### src/aom_defines.vh
// aom_defines.vh: constants for the adc output sync and mode block
// assumes inclusion by bare name from the design file
`ifndef AOM_DEFINES_VH
`define AOM_DEFINES_VH
// register indices (word index on the bus)
`define AOM_IDX_MODE 7'h31
`define AOM_IDX_STATUS 7'h32
// mode control register layout and default
`define AOM_MODE_DEFAULT 8'hc0
`define AOM_B_REGDEF 7
`define AOM_B_SYSRST 6
`define AOM_B_MDHI 5
`define AOM_B_MDLO 4
`define AOM_B_FMT 3
`define AOM_B_PDN 2
`define AOM_B_POL 1
`define AOM_B_MUTE 0
// timing counts
`define AOM_RST_CYCLES 11'h400
`define AOM_SETTLE_SMP 14'h0020
`define AOM_FADE_STEPS 6'h30
// lock window in bit clocks per frame format
`define AOM_BPF64 8'h40
`define AOM_BPF48 8'h30
`define AOM_HI64 8'h06
`define AOM_LO64 8'h05
`define AOM_HI48 8'h05
`define AOM_LO48 8'h04
// s-curve gain scaling
`define AOM_CURVE_K 18'h00090
`define AOM_CURVE_MUL 22'h000013
`endif

### src/aom_top.v
// aom_top.v: output sync monitor, fades, mute, polarity, power modes
// assumes frame and bit clock arrive asynchronously as slave inputs,
// samples come from the decimator on clk_sys, registers over avalon-mm
//
// Summary of operation
// slave mode follows frame clock, any phase
// drift over six/five bit clocks forces zero
// drift under five/four bit clocks ignored
// relock: 32 samples invalid, then fade in
// lock loss aborts fade, restart after 32
// mute bit fades out, clearing fades in
// polarity bit inverts samples immediately, default normal
// host mutes before toggling polarity bit
// register default bit low restores mode register
// power down zeroes output, gates clock
// power down fades out, release fades in
// release: 1024 cycles, 8960 samples, fade
// system reset zeroes at once, powers down
// host resets when changing rate or mode
// s-curve fades, zero-cross, timeout forces 48
// mode register at index 31h, bit order
// forced zero keeps normal serial framing
`include "aom_defines.vh"
`timescale 1ns/1ps
`default_nettype none

////////////////////////////////////////////////////////////////////////
// small sample fifo, flop storage
module aom_fifo #(
  parameter WIDTH = 48,
  parameter DEPTH = 4,
  parameter AW = 2
) (
  // clock and reset
  input wire clk_sys,
  input wire resetn,
  input wire flush,
  // fill side
  input wire inValid,
  output wire inReady,
  input wire [WIDTH-1:0] inData,
  // drain side
  output wire outValid,
  input wire outReady,
  output wire [WIDTH-1:0] outData
);
  reg [WIDTH-1:0] mem_q [0:DEPTH-1];
  reg [AW:0] wrPtr_q;
  reg [AW:0] rdPtr_q;
  localparam [AW:0] FULL = DEPTH; // fill level that blocks the input
  wire [AW:0] used;
  assign used = wrPtr_q - rdPtr_q;
  assign inReady = (used != FULL);
  assign outValid = (used != {(AW+1){1'b0}});
  assign outData = mem_q[rdPtr_q[AW-1:0]];
  // pointer update
  always @(posedge clk_sys or negedge resetn)
  begin
    if (!resetn)
    begin
      wrPtr_q <= {(AW+1){1'b0}};
      rdPtr_q <= {(AW+1){1'b0}};
    end
    else if (flush)
    begin
      wrPtr_q <= {(AW+1){1'b0}};
      rdPtr_q <= {(AW+1){1'b0}};
    end
    else
    begin
      if (inValid && inReady)
        wrPtr_q <= wrPtr_q + 1'b1;
      if (outValid && outReady)
        rdPtr_q <= rdPtr_q + 1'b1;
    end
  end
  // storage write
  always @(posedge clk_sys)
  begin
    if (inValid && inReady && !flush)
      mem_q[wrPtr_q[AW-1:0]] <= inData;
  end
endmodule

////////////////////////////////////////////////////////////////////////
module aom_top #(
  parameter WARM_SAMPLES = 14'd8960,
  parameter ZC_TIMEOUT = 14'd8192,
  parameter FIFO_DEPTH = 4,
  parameter FIFO_AW = 2
) (
  // clock and reset
  input wire clk_sys,
  input wire resetn,
  // avalon-mm slave
  input wire [6:0] avs_address,
  input wire avs_read,
  input wire avs_write,
  input wire [31:0] avs_writedata,
  output reg [31:0] avs_readdata,
  output wire avs_waitrequest,
  // decimated samples in
  input wire smpValid,
  output wire smpReady,
  input wire [23:0] smpLeft,
  input wire [23:0] smpRight,
  // serial link
  input wire frameClock,
  input wire bitClock,
  output reg serialOut_q,
  // power and mode
  output reg analogPowerDown_q,
  output reg digitalClockGate_q,
  output wire [1:0] interfaceModeSel,
  output wire formatSel
);
  localparam ST_RSTW = 4'h0;
  localparam ST_WARM = 4'h1;
  localparam ST_SETTLE = 4'h2;
  localparam ST_FADEIN = 4'h3;
  localparam ST_RUN = 4'h4;
  localparam ST_FADEOUT = 4'h5;
  localparam ST_MUTED = 4'h6;
  localparam ST_PDN = 4'h7;
  localparam ST_UNLK = 4'h8;

  reg [7:0] modeReg_q;
  reg ack_q;
  reg [3:0] state_q;
  reg [5:0] step_q;
  reg [10:0] rstCnt_q;
  reg [13:0] smpCnt_q;
  reg [13:0] zcTimer_q;
  reg forced_q;
  reg prevSign_q;
  reg locked_q;
  reg haveRef_q;
  reg [15:0] frameLen_q;
  reg [15:0] lastLen_q;
  reg [7:0] bckCnt_q;
  reg bpf48_q;
  reg frm1_q, frm2_q, frm3_q;
  reg bck1_q, bck2_q, bck3_q;
  reg [47:0] chanOut_q;
  reg [23:0] word_q;
  reg [5:0] bitPos_q;

  wire pdn = modeReg_q[`AOM_B_PDN];
  wire mute = modeReg_q[`AOM_B_MUTE];
  wire fmtLj = modeReg_q[`AOM_B_FMT];
  wire slave = (modeReg_q[`AOM_B_MDHI:`AOM_B_MDLO] == 2'b00);
  assign interfaceModeSel = modeReg_q[`AOM_B_MDHI:`AOM_B_MDLO];
  assign formatSel = fmtLj;

  ////////////////////////////////////////////////////////////////////
  // register bus: one wait cycle, then answer
  wire busReq = avs_read | avs_write;
  assign avs_waitrequest = busReq & ~ack_q;
  always @(posedge clk_sys or negedge resetn)
  begin
    if (!resetn)
    begin
      ack_q <= 1'b0;
      avs_readdata <= 32'h00000000;
      modeReg_q <= `AOM_MODE_DEFAULT;
    end
    else
    begin
      ack_q <= busReq & ~ack_q;
      if (avs_read && !ack_q)
      begin
        if (avs_address == `AOM_IDX_MODE)
          avs_readdata <= {24'h000000, modeReg_q};
        else if (avs_address == `AOM_IDX_STATUS)
          avs_readdata <= {20'h00000, bpf48_q, locked_q, step_q, state_q};
        else
          avs_readdata <= 32'h00000000;
      end
      if (avs_write && ack_q && avs_address == `AOM_IDX_MODE)
      begin
        if (!avs_writedata[`AOM_B_REGDEF])
          modeReg_q <= `AOM_MODE_DEFAULT;
        else
          modeReg_q <= avs_writedata[7:0];
      end
    end
  end

  ////////////////////////////////////////////////////////////////////
  // link clock synchronisers and edge detect
  always @(posedge clk_sys or negedge resetn)
  begin
    if (!resetn)
    begin
      {frm1_q, frm2_q, frm3_q} <= 3'h0;
      {bck1_q, bck2_q, bck3_q} <= 3'h0;
    end
    else
    begin
      frm1_q <= frameClock;
      frm2_q <= frm1_q;
      frm3_q <= frm2_q;
      bck1_q <= bitClock;
      bck2_q <= bck1_q;
      bck3_q <= bck2_q;
    end
  end
  wire frmEdge = frm2_q ^ frm3_q;
  wire leftStart = frmEdge & (frm2_q == fmtLj);
  wire bckRise = bck2_q & ~bck3_q;
  wire bckFall = ~bck2_q & bck3_q;
  wire tick = leftStart; // one per sample period, see

  ////////////////////////////////////////////////////////////////////
  // lock monitor: frame length in clk_sys against previous frame
  wire [15:0] lenDiff = (frameLen_q > lastLen_q) ?
    frameLen_q - lastLen_q : lastLen_q - frameLen_q;
  wire [7:0] bpf = bpf48_q ? `AOM_BPF48 : `AOM_BPF64;
  wire [7:0] thrHi = bpf48_q ? `AOM_HI48 : `AOM_HI64;
  wire [7:0] thrLo = bpf48_q ? `AOM_LO48 : `AOM_LO64;
  wire [23:0] driftScaled = lenDiff * bpf;
  wire [23:0] limHi = lastLen_q * thrHi;
  wire [23:0] limLo = lastLen_q * thrLo;
  wire lenSat = (frameLen_q == 16'hffff);
  always @(posedge clk_sys or negedge resetn)
  begin
    if (!resetn)
    begin
      frameLen_q <= 16'h0000;
      lastLen_q <= 16'h0000;
      bckCnt_q <= 8'h00;
      bpf48_q <= 1'b0;
      haveRef_q <= 1'b0;
      locked_q <= 1'b0;
    end
    else if (state_q == ST_PDN)
    begin
      frameLen_q <= 16'h0000;
      haveRef_q <= 1'b0;
      locked_q <= 1'b0;
    end
    else if (!slave)
      locked_q <= 1'b1;
    else if (tick)
    begin
      frameLen_q <= 16'h0001;
      lastLen_q <= frameLen_q;
      haveRef_q <= 1'b1;
      bckCnt_q <= 8'h00;
      bpf48_q <= (bckCnt_q == `AOM_BPF48);
      if (haveRef_q && driftScaled > limHi)
        locked_q <= 1'b0;
      else if (haveRef_q && driftScaled < limLo)
        locked_q <= 1'b1;
    end
    else
    begin
      if (!lenSat)
        frameLen_q <= frameLen_q + 16'h0001;
      else
        locked_q <= 1'b0; // frame clock stopped
      if (bckRise && bckCnt_q != 8'hff)
        bckCnt_q <= bckCnt_q + 8'h01;
    end
  end

  ////////////////////////////////////////////////////////////////////
  // sample fifo, drained once per frame while converting
  wire halted = (state_q == ST_PDN) | (state_q == ST_RSTW) | (state_q == ST_UNLK);
  wire fifoValid;
  wire [47:0] fifoData;
  wire pop = tick & ~halted;
  aom_fifo #(.WIDTH(48), .DEPTH(FIFO_DEPTH), .AW(FIFO_AW)) uFifo (
    .clk_sys(clk_sys),
    .resetn(resetn),
    .flush(state_q == ST_PDN),
    .inValid(smpValid),
    .inReady(smpReady),
    .inData({smpRight, smpLeft}),
    .outValid(fifoValid),
    .outReady(pop),
    .outData(fifoData)
  );
  wire [47:0] rawPair = fifoValid ? fifoData : 48'h000000000000;
  wire zeroCross = prevSign_q & ~rawPair[23];
  wire stepEv = tick & (zeroCross | forced_q);
  wire fading = (state_q == ST_FADEIN) | (state_q == ST_FADEOUT);
  wire audible = fading | (state_q == ST_RUN);

  // s-curve gain 3t^2-2t^3 over 48 steps, scaled to 2^17
  function [23:0] applyGain;
    input [23:0] s;
    input [5:0] st;
    reg [17:0] stW;
    reg [17:0] g;
    reg [21:0] gs;
    reg signed [42:0] p;
    begin
      stW = {12'h000, st};
      g = stW * stW * (`AOM_CURVE_K - {stW[16:0], 1'b0});
      gs = {4'h0, g} * `AOM_CURVE_MUL;
      p = $signed(s) * $signed({1'b0, gs[21:4]});
      applyGain = p[40:17];
    end
  endfunction

  ////////////////////////////////////////////////////////////////////
  // per channel gain, zero force and polarity
  wire [47:0] procPair;
  genvar ch;
  generate
    for (ch = 0; ch < 2; ch = ch + 1)
    begin : gChan
      wire [23:0] raw = rawPair[ch*24 +: 24];
      wire [23:0] gained = (step_q == `AOM_FADE_STEPS) ? raw : applyGain(raw, step_q);
      wire [23:0] shaped = audible ? gained : 24'h000000;
      wire [23:0] negated = (shaped == 24'h800000) ? 24'h7fffff : (24'h000000 - shaped);
      assign procPair[ch*24 +: 24] = modeReg_q[`AOM_B_POL] ? negated : shaped;
    end
  endgenerate

  ////////////////////////////////////////////////////////////////////
  // zero-cross timeout and sign history
  always @(posedge clk_sys or negedge resetn)
  begin
    if (!resetn)
    begin
      zcTimer_q <= 14'h0000;
      forced_q <= 1'b0;
      prevSign_q <= 1'b0;
    end
    else
    begin
      if (tick)
        prevSign_q <= rawPair[23];
      if (!fading)
      begin
        zcTimer_q <= 14'h0000;
        forced_q <= 1'b0;
      end
      else if (tick && zcTimer_q == ZC_TIMEOUT - 14'h0001)
        forced_q <= 1'b1;
      else if (tick)
        zcTimer_q <= zcTimer_q + 14'h0001;
    end
  end

  ////////////////////////////////////////////////////////////////////
  // output sequencing state machine
  always @(posedge clk_sys or negedge resetn)
  begin
    if (!resetn)
    begin
      state_q <= ST_RSTW;
      step_q <= 6'h00;
      rstCnt_q <= 11'h000;
      smpCnt_q <= 14'h0000;
    end
    else if (!modeReg_q[`AOM_B_SYSRST])
    begin
      state_q <= ST_PDN;
      step_q <= 6'h00;
    end
    else
    begin
      case (state_q)
        ST_PDN:
          if (!pdn)
          begin
            state_q <= ST_RSTW;
            rstCnt_q <= 11'h000;
          end
        ST_RSTW:
          if (pdn)
            state_q <= ST_PDN;
          else if (rstCnt_q == `AOM_RST_CYCLES - 11'h001)
          begin
            state_q <= ST_WARM;
            smpCnt_q <= 14'h0000;
          end
          else
            rstCnt_q <= rstCnt_q + 11'h001;
        ST_WARM:
          if (pdn)
            state_q <= ST_PDN;
          else if (tick && smpCnt_q == WARM_SAMPLES - 14'h0001)
            state_q <= !locked_q ? ST_UNLK : (mute ? ST_MUTED : ST_FADEIN);
          else if (tick)
            smpCnt_q <= smpCnt_q + 14'h0001;
        ST_UNLK:
          if (pdn)
            state_q <= ST_PDN;
          else if (locked_q)
          begin
            state_q <= ST_SETTLE;
            smpCnt_q <= 14'h0000;
          end
        ST_SETTLE:
          if (pdn)
            state_q <= ST_PDN;
          else if (!locked_q)
            state_q <= ST_UNLK;
          else if (tick && smpCnt_q == `AOM_SETTLE_SMP - 14'h0001)
          begin
            state_q <= mute ? ST_MUTED : ST_FADEIN;
            step_q <= 6'h00;
          end
          else if (tick)
            smpCnt_q <= smpCnt_q + 14'h0001;
        ST_FADEIN:
          if (!locked_q)
          begin
            state_q <= ST_UNLK;
            step_q <= 6'h00;
          end
          else if (pdn || mute)
            state_q <= ST_FADEOUT;
          else if (stepEv)
          begin
            step_q <= step_q + 6'h01;
            if (step_q == `AOM_FADE_STEPS - 6'h01)
              state_q <= ST_RUN;
          end
        ST_RUN:
          if (!locked_q)
          begin
            state_q <= ST_UNLK;
            step_q <= 6'h00;
          end
          else if (pdn || mute)
            state_q <= ST_FADEOUT;
        ST_FADEOUT:
          if (!locked_q)
          begin
            state_q <= ST_UNLK;
            step_q <= 6'h00;
          end
          else if (!pdn && !mute)
            state_q <= ST_FADEIN;
          else if (step_q == 6'h00)
            state_q <= pdn ? ST_PDN : ST_MUTED; // already silent, no wrap below zero
          else if (stepEv)
          begin
            step_q <= step_q - 6'h01;
            if (step_q == 6'h01)
              state_q <= pdn ? ST_PDN : ST_MUTED;
          end
        ST_MUTED:
          if (pdn)
            state_q <= ST_PDN;
          else if (!locked_q)
            state_q <= ST_UNLK;
          else if (!mute)
          begin
            state_q <= ST_FADEIN;
            step_q <= 6'h00;
          end
        default:
          state_q <= ST_PDN;
      endcase
    end
  end

  ////////////////////////////////////////////////////////////////////
  // power outputs follow the power-down state
  always @(posedge clk_sys or negedge resetn)
  begin
    if (!resetn)
    begin
      analogPowerDown_q <= 1'b0;
      digitalClockGate_q <= 1'b0;
    end
    else
    begin
      analogPowerDown_q <= (state_q == ST_PDN);
      digitalClockGate_q <= (state_q == ST_PDN);
    end
  end

  ////////////////////////////////////////////////////////////////////
  // serialiser: msb first, i2s one bit late, left-justified on the edge
  always @(posedge clk_sys or negedge resetn)
  begin
    if (!resetn)
    begin
      chanOut_q <= 48'h000000000000;
      word_q <= 24'h000000;
      bitPos_q <= 6'h00;
      serialOut_q <= 1'b0;
    end
    else if (state_q == ST_PDN || !modeReg_q[`AOM_B_SYSRST])
    begin
      // drop the word in flight so zero shows at once, see
      chanOut_q <= 48'h000000000000;
      word_q <= 24'h000000;
      serialOut_q <= 1'b0;
    end
    else if (frmEdge)
    begin
      bitPos_q <= 6'h00;
      if (leftStart)
      begin
        chanOut_q <= procPair;
        word_q <= procPair[23:0];
        serialOut_q <= fmtLj ? procPair[23] : 1'b0;
      end
      else
      begin
        word_q <= chanOut_q[47:24];
        serialOut_q <= fmtLj ? chanOut_q[47] : 1'b0;
      end
    end
    else if (bckFall)
    begin
      if (bitPos_q != 6'h3f)
        bitPos_q <= bitPos_q + 6'h01;
      if (fmtLj)
        serialOut_q <= (bitPos_q < 6'h17) ? word_q[5'h16 - bitPos_q[4:0]] : 1'b0;
      else
        serialOut_q <= (bitPos_q < 6'h18) ? word_q[5'h17 - bitPos_q[4:0]] : 1'b0;
    end
  end
endmodule
`default_nettype wire

### config.mk
export PLATFORM = sky130hd
export DESIGN_NAME = aom_top
export DESIGN_NICKNAME = d
export VERILOG_FILES = /design/src/aom_top.v
export VERILOG_INCLUDE_DIRS = /design/src
export SDC_FILE = /design/constraint.sdc
export NUM_CORES = 2
export LEC_CHECK = 0
export BUFFER_PORTS_ARGS = -buffer_cell sky130_fd_sc_hd__buf_2
export CAP_MARGIN = 20
export CORE_AREA = 8 8 421 423
export DETAILED_ROUTE_END_ITERATION = 7
export DIE_AREA = 0 0 429 431
export PLACE_DENSITY = 0.46
export SLEW_MARGIN = 20
export SYNTH_ARGS = -nofsm -noshare
export SYNTH_HDL_FRONTEND = slang
export SYNTH_SLANG_ARGS = --single-unit
### constraint.sdc
create_clock -name clk_sys -period 38.5 [get_ports clk_sys]
set_input_delay 1.925 -clock clk_sys [delete_from_list [all_inputs] [get_ports clk_sys]]
set_output_delay 1.925 -clock clk_sys [all_outputs]
set_load 0.02 [all_outputs]
* Word-level counts from Yosys, hierarchy flattened *
Memories as Yosys holds them, arrays and structs flattened.
Cells that the tools add are included.

operators by class
  muxes and demuxes = 124
  reductions and logical operators = 48
  order comparisons = 7
  equality and inequality tests = 66
  bitwise gates (word level) = 21
  add/subtract/negate cells = 18
  multipliers = 8

operators by type and width
  cell                                                number
  2-to-1 mux 24 bit                                   11
  2-to-1 mux 48 bit                                   4
  2-to-1 mux 14 bit                                   13
  2-to-1 mux 6 bit                                    18
  2-to-1 mux 4 bit                                    26
  multiplier 24 x 19 -> 41 bit                        2
  2-to-1 mux 16 bit                                   5
  case mux 14 bit (4 select lines)                    1
  equality test 24 bit (second input constant)        2
  subtractor 1 x 24 -> 24 bit (first input constant)  2
  multiplier 16 x 3 -> 19 bit                         2
  case mux 4 bit (9 select lines)                     1
  2-to-1 mux 11 bit                                   3
  2-to-1 mux 32 bit                                   1
  subtractor 16 bit                                   2
  case mux 6 bit (5 select lines)                     1
  adder 14 x 1 -> 14 bit (second input constant)      2
  != test 4 bit (second input constant)               7
  != test 3 bit (second input constant)               9
  2-to-1 mux 1 bit                                    26
  != test 2 bit (second input constant)               12
  greater-than comparator 23 x 19 -> 1 bit            1
  less-than comparator 23 x 19 -> 1 bit               1
  multiplier 16 x 7 -> 23 bit                         1
  67 further kinds                                    139

word-level totals
  output and inout port bits = 40
  memory bits (writable) = 192
  memories = 1
  input bits = 94
  register bits = 227

memories
  memory       words  width  read ports  clocked after Yosys merged registers in  wr ports  RTL line      text
  uFifo.mem_q  4      48     1           0                                        1         aom_top.v:47  reg [WIDTH-1:0] mem_q [0:DEPTH-1];

* Logic depth before layout (Yosys ltp) *
  word-level depth = 13
  depth in mapped cells = 73
  depth with buffers taken out = 69

* Hierarchy *
Synthesis repeated with hierarchy kept, for this count alone.

unflattened totals
  cells, all modules = 6499
  area total of the unflattened synthesis = 59087.9 sq um

modules (own cells, without submodules)
  module    instances  area each (sq um)  cells an instance  seq. area each (sq um)
  aom_top   1          51669.6            6197               4405.5
  aom_fifo  1          7418.4             302                5915.7

* Worst setup path after synthesis *
OpenSTA, ideal clock, no wires.

  path type = register -> register
  start point = register step_q[4]
  end point = register chanOut_q[24]
  data required time = 38.427 ns
  data arrival time = 16.167 ns
  period minus slack after synthesis = 16.241 ns
  library setup time = 0.073 ns
  cell stages (with the launch flop) = 72
  path buffers = 5
  setup slack = 22.259 ns
  cells stage by stage = dfrtp_1 clkbuf_1 clkbuf_1 nand2_1 xnor2_1 ha_1 inv_1 fa_1 fa_1 inv_1 ha_1 a21oi_1 nor2b_1 nor2_1 xor2_1 nor2_1 fa_1 inv_1 [... 36 more ...] fa_1 inv_1 ha_1 clkbuf_1 nand4_1 nor3_1 inv_1 a2111oi_2 o311ai_1 a2111oi_1 nor2_1 xor2_1 o22ai_1 or2_2 nor3b_4 a41oi_2 buf_6 a21oi_2

between the ends
  cells in the longest elaborated chain, start to end = 12
  elaborated cells on any way between the ends = 15
  classes of those cells = add/sub: 2; mul: 4; eq/ne: 2; mux: 7

RTL lines
  what                                                                     RTL line       text
  from (decl)                                                              aom_top.v:130  reg [5:0] step_q;
  from (signal assigned)                                                   aom_top.v:420  step_q <= step_q + 6'h01;
  from (signal assigned)                                                   aom_top.v:444  step_q <= step_q - 6'h01;
  multiplier 6 x 6 -> 12 bit or subtractor 8 x 7 -> 9 bit (tied branches)  -
  multiplier 13 x 9 -> 18 bit                                              aom_top.v:300  g = stW * stW * (`AOM_CURVE_K - {stW[16:0], 1'b0});
  multiplier 18 x 5 -> 22 bit (no line)                                    -
  multiplier 24 x 19 -> 41 bit                                             aom_top.v:302  p = $signed(s) * $signed({1'b0, gs[21:4]});
  2-to-1 mux 24 bit *                                                      aom_top.v:315  wire [23:0] gained = (step_q == `AOM_FADE_STEPS) ? raw : applyGain(raw, step_q);
  2-to-1 mux 24 bit *                                                      aom_top.v:316  wire [23:0] shaped = audible ? gained : 24'h000000;
  subtractor 1 x 24 -> 24 bit or equality test 24 bit (tied branches)      aom_top.v:317  wire [23:0] negated = (shaped == 24'h800000) ? 24'h7fffff : (24'h000000 - shaped);
  2-to-1 mux 24 bit                                                        aom_top.v:317
  2-to-1 mux 24 bit *                                                      aom_top.v:318  assign procPair[ch*24 +: 24] = modeReg_q[`AOM_B_POL] ? negated : shaped;
  2-to-1 mux 48 bit *                                                      aom_top.v:501  if (leftStart)
  2-to-1 mux 48 bit *                                                      aom_top.v:498  else if (frmEdge)
  2-to-1 mux 48 bit *                                                      aom_top.v:491  else if (state_q == ST_PDN || !modeReg_q[`AOM_B_SYSRST])
  to (signal assigned)                                                     aom_top.v:503  chanOut_q <= procPair;
  to (decl)                                                                aom_top.v:144  reg [47:0] chanOut_q;

Mark *: on every way between the ends. The rest lies on a longest branch, timed or not. The select of a mux whose other input is x is not followed.
A chain may end at the register's enable or synchronous reset.

* Worst setup path in the final report *
  start point = register step_q[2]
  end point = register word_q[23]

between the ends
  cells in the longest elaborated chain, start to end = 12
  elaborated cells on any way between the ends = 15
  classes of those cells = add/sub: 2; mul: 4; eq/ne: 2; mux: 7

RTL lines
  what                                                                     RTL line       text
  multiplier 6 x 6 -> 12 bit or subtractor 8 x 7 -> 9 bit (tied branches)  -
  multiplier 13 x 9 -> 18 bit                                              aom_top.v:300
  multiplier 18 x 5 -> 22 bit (no line)                                    -
  multiplier 24 x 19 -> 41 bit                                             aom_top.v:302
  2-to-1 mux 24 bit *                                                      aom_top.v:315
  2-to-1 mux 24 bit *                                                      aom_top.v:316
  subtractor 1 x 24 -> 24 bit or equality test 24 bit (tied branches)      aom_top.v:317
  2-to-1 mux 24 bit                                                        aom_top.v:317
  2-to-1 mux 24 bit *                                                      aom_top.v:318
  2-to-1 mux 24 bit *                                                      aom_top.v:501
  2-to-1 mux 24 bit *                                                      aom_top.v:498
  2-to-1 mux 24 bit *                                                      aom_top.v:491
  to (signal assigned)                                                     aom_top.v:504  word_q <= procPair[23:0];
  to (signal assigned)                                                     aom_top.v:509  word_q <= chanOut_q[47:24];
  to (decl)                                                                aom_top.v:145  reg [23:0] word_q;

Marks and branches as above.

==> impl_metrics.yaml <==
outcome:
  status: "finished, final reports clean"
global_routing:
  grt_pass1_wl_um: 278000
  grt.total_usage: 0.190
  grt_max_degree: 89
  grt_overflow_total: 0
  antenna_found_initial: 8
  grt_pass1_vias: 46900
clock_network:
  clock_sinks: 374
  post_cts_resized: 0
  clock_latency_ns: 0.61
  cts_buffers: 42
  clk_path_buf_depth: 3
  htreeDepth: 2
  postCtsHoldBufs: 0
  root_buffer: "clkbuf_16"
  postCtsSetupRepairBufs: 0
  clkTransAtPathRegs_ns: 0.06
  cts_tree: "built"
cells_and_area:
  drive_gt1_frac: 0.0740
  syn_to_final_growth_pct: 7.16
  post-route-util: 0.372
  nets: 7952
  stdcell_count: 8711
  n_fill_cell: 17400
  final_cell_area_um2: 63400
critical_path:
  cp_common_cell: "inv_1"
  cp.depth: 68
  crit_buf_inv: 15
  critPathMaxStageDelay_ns: 0.74
  cp.arrival_ns: 19.23
  r2r_slack_ns: 19.75
  slowest_stage: "dfrtp_1"
  crit_family: "adder cells"
  ff2ff_path_depth: 68
  cp_max_fo: 25
  worst-setup-path-type: "register to register"
  cp-start-kind: "register"
  crit_required_ns: 38.98
  end_kind: "register"
yosys:
  synth-seq-cells: 374
  synth_top_area_share: 0.309
  synth_largest_area_cell: "fa_1"
  synth_common_cells: "1182 x inv_1, 913 x fa_1, 799 x nand2_1, 633 x nor2_1, 501 x ha_1"
  syn_inst: 6547
  synth_most_common_cell: "inv_1"
  yosysUniqueCellTypes: 108
  synth_edf_count: 192
  synthAdderAreaFrac: 0.415
  synthMuxAreaShare: 0.0311
  yosys_warnings: 0
  ys_async_sr_fraction: 0.487
  ys_seq_area_frac: 0.174
  synth_compound_area_frac: 0.0974
  syn_area_per_cell_um2: 9.04
  synth_area_leaders: "fa_1 31%, ha_1 11%, edfxtp_1 9.7%"
  yosys.area_share.simple: 0.144
  synthFlopType: "edfxtp_1"
  yosys.area_share.xor_xnor: 0.0383
  syn_area_um2: 59200
  synth_top_family_by_area: "adder cells"
detailed_routing:
  num_vias: 44000
  ant_nets: 0
  drt-pass1-iter-count: 7
  drtIter0Drc: 2340
  avgViaCountPerCell: 5.05
  wl_per_cell_um: 20.3
  drt-total-wl_um: 176000
  drc: 0
placement:
  placed_area_um2: 62000
  io_buffers: 89
  gp_congestion: 0.863
  placedCellCount: 8633
  hpwl_um: 137000
floorplan:
  die_height_um: 431
  dieArea_um2: 185000
  pin_count: 134
  rows: 152
  start_util: 0.347
  core_region_area_um2: 171000
  die_x_um: 429
timing:
  worst_slew_pin_slew_ns: 1.13
  period_share: 0.487
  fin_skew_ns: 0.0459
  setup_viol: 0
  final_max_slew_viol_count: 0
  slew_headroom: 0.248
  min_period_ns: 18.75
  rsz0062_at_grt: "no"
  finalSetupTns_ns: 0
  hold_violations: 0
  max_freq_ghz: 0.0533
power:
  p_total_w: 0.00121
  irDropWorstVdd_mv: 0.0385
  p_per_area_nw_per_um2: 19.1
  leakage_nw: 29.5
job:
  max_cap_violations: 0
worst_hold_path:
  hp-class: "register to register"
  holdPathStages: 0
==> routing by layer <==
| layer | part of all wire | track usage | vias up | wire length, µm |
|---|---|---|---|---|
| li1 | - | - | 20600 | - |
| met1 | 0.47 | 0.268 | 22400 | 83600 |
| met2 | 0.47 | 0.323 | 790 | 83500 |
| met3 | 0.034 | 0.0175 | 174 | 6070 |
| met4 | 0.018 | 0.0330 | 2 | 3260 |
| met5 | 0.000068 | 0 | - | 12 |
==> final timing paths <==
check	from	endpoint
setup / recovery	step_q[2]	word_q[23]
hold / removal	bck2_q	bck3_q
setup reg to reg	step_q[2]	word_q[23]
hold reg to reg	bck2_q	bck3_q
max in group asynchronous	resetn	uFifo.rdPtr_q[0]
min in group asynchronous	resetn	rstCnt_q[6]
==> layout by cell type (no fill, tap or decap), types with 73 or more instances in the layout <==
| master | instances |
|---|---|
| ha_1 | 501 |
| buf_4 | 95 |
| nand3_1 | 86 |
| xnor2_1 | 140 |
| a21o_1 | 73 |
| a21oi_1 | 227 |
| inv_1 | 1182 |
| o21ai_0 | 238 |
| dfrtp_1 | 179 |
| fa_1 | 913 |
| buf_2 | 88 |
| nand2_1 | 799 |
| xor2_1 | 97 |
| edfxtp_1 | 192 |
| nor2_1 | 615 |
==> registers in the layout (all words and copies together), names as in the netlist, 11 cells and up <==
signal	count
chanOut_q	24
rstCnt_q	11
lastLen_q	16
uFifo.mem_q	192
frameLen_q	16
word_q	24
zcTimer_q	14
smpCnt_q	14
avs_readdata	12
==> cells by family (layout without fill, tap and decap cells) <==
logic type	Yosys count	in the layout
xor+xnor	257	257
mux	140	140
simple gates	1943	1943
other cells	1	23
compound gates	883	883
fa+ha+maj	1414	1414
flops	374	374
buf+inv	1535	1444
==> report_power, final <==
part / switching (W) / internal [W] / total (W)
combinational: 0.000240 / 0.000114 / 0.000355
clock: 0.000179 / 0.000231 / 0.000411
sequential: 0.0000106 / 0.000432 / 0.000443
total: 0.000430 / 0.000778 / 0.00121
==> cell type report <==
type,instances,area (µm²),area share
flip-flops and latches,374,10300,0.163
inverters,1184,4440,0.0701
clock buffers,52,1130,0.0178
clock inverters,24,259,0.00408
repair buffers,184,1170,0.0184
diodes,2,5.00,0.0000789
well taps,2233,2790,0.0441
multi-input cells,4658,43300,0.683
==> metrics by stage <==
stage | hold WS [ns] | setup slack (ns)
2_1_floorplan | 0.331 | 22.26
6_report | 0.408 | 19.75
3_3_place_gp | 0.404 | 19.87
4_1_cts | 0.417 | 19.72
5_1_grt | 0.424 | 18.49
3_5_place_dp | 0.400 | 19.90
(Power assumes the default switching activity.)
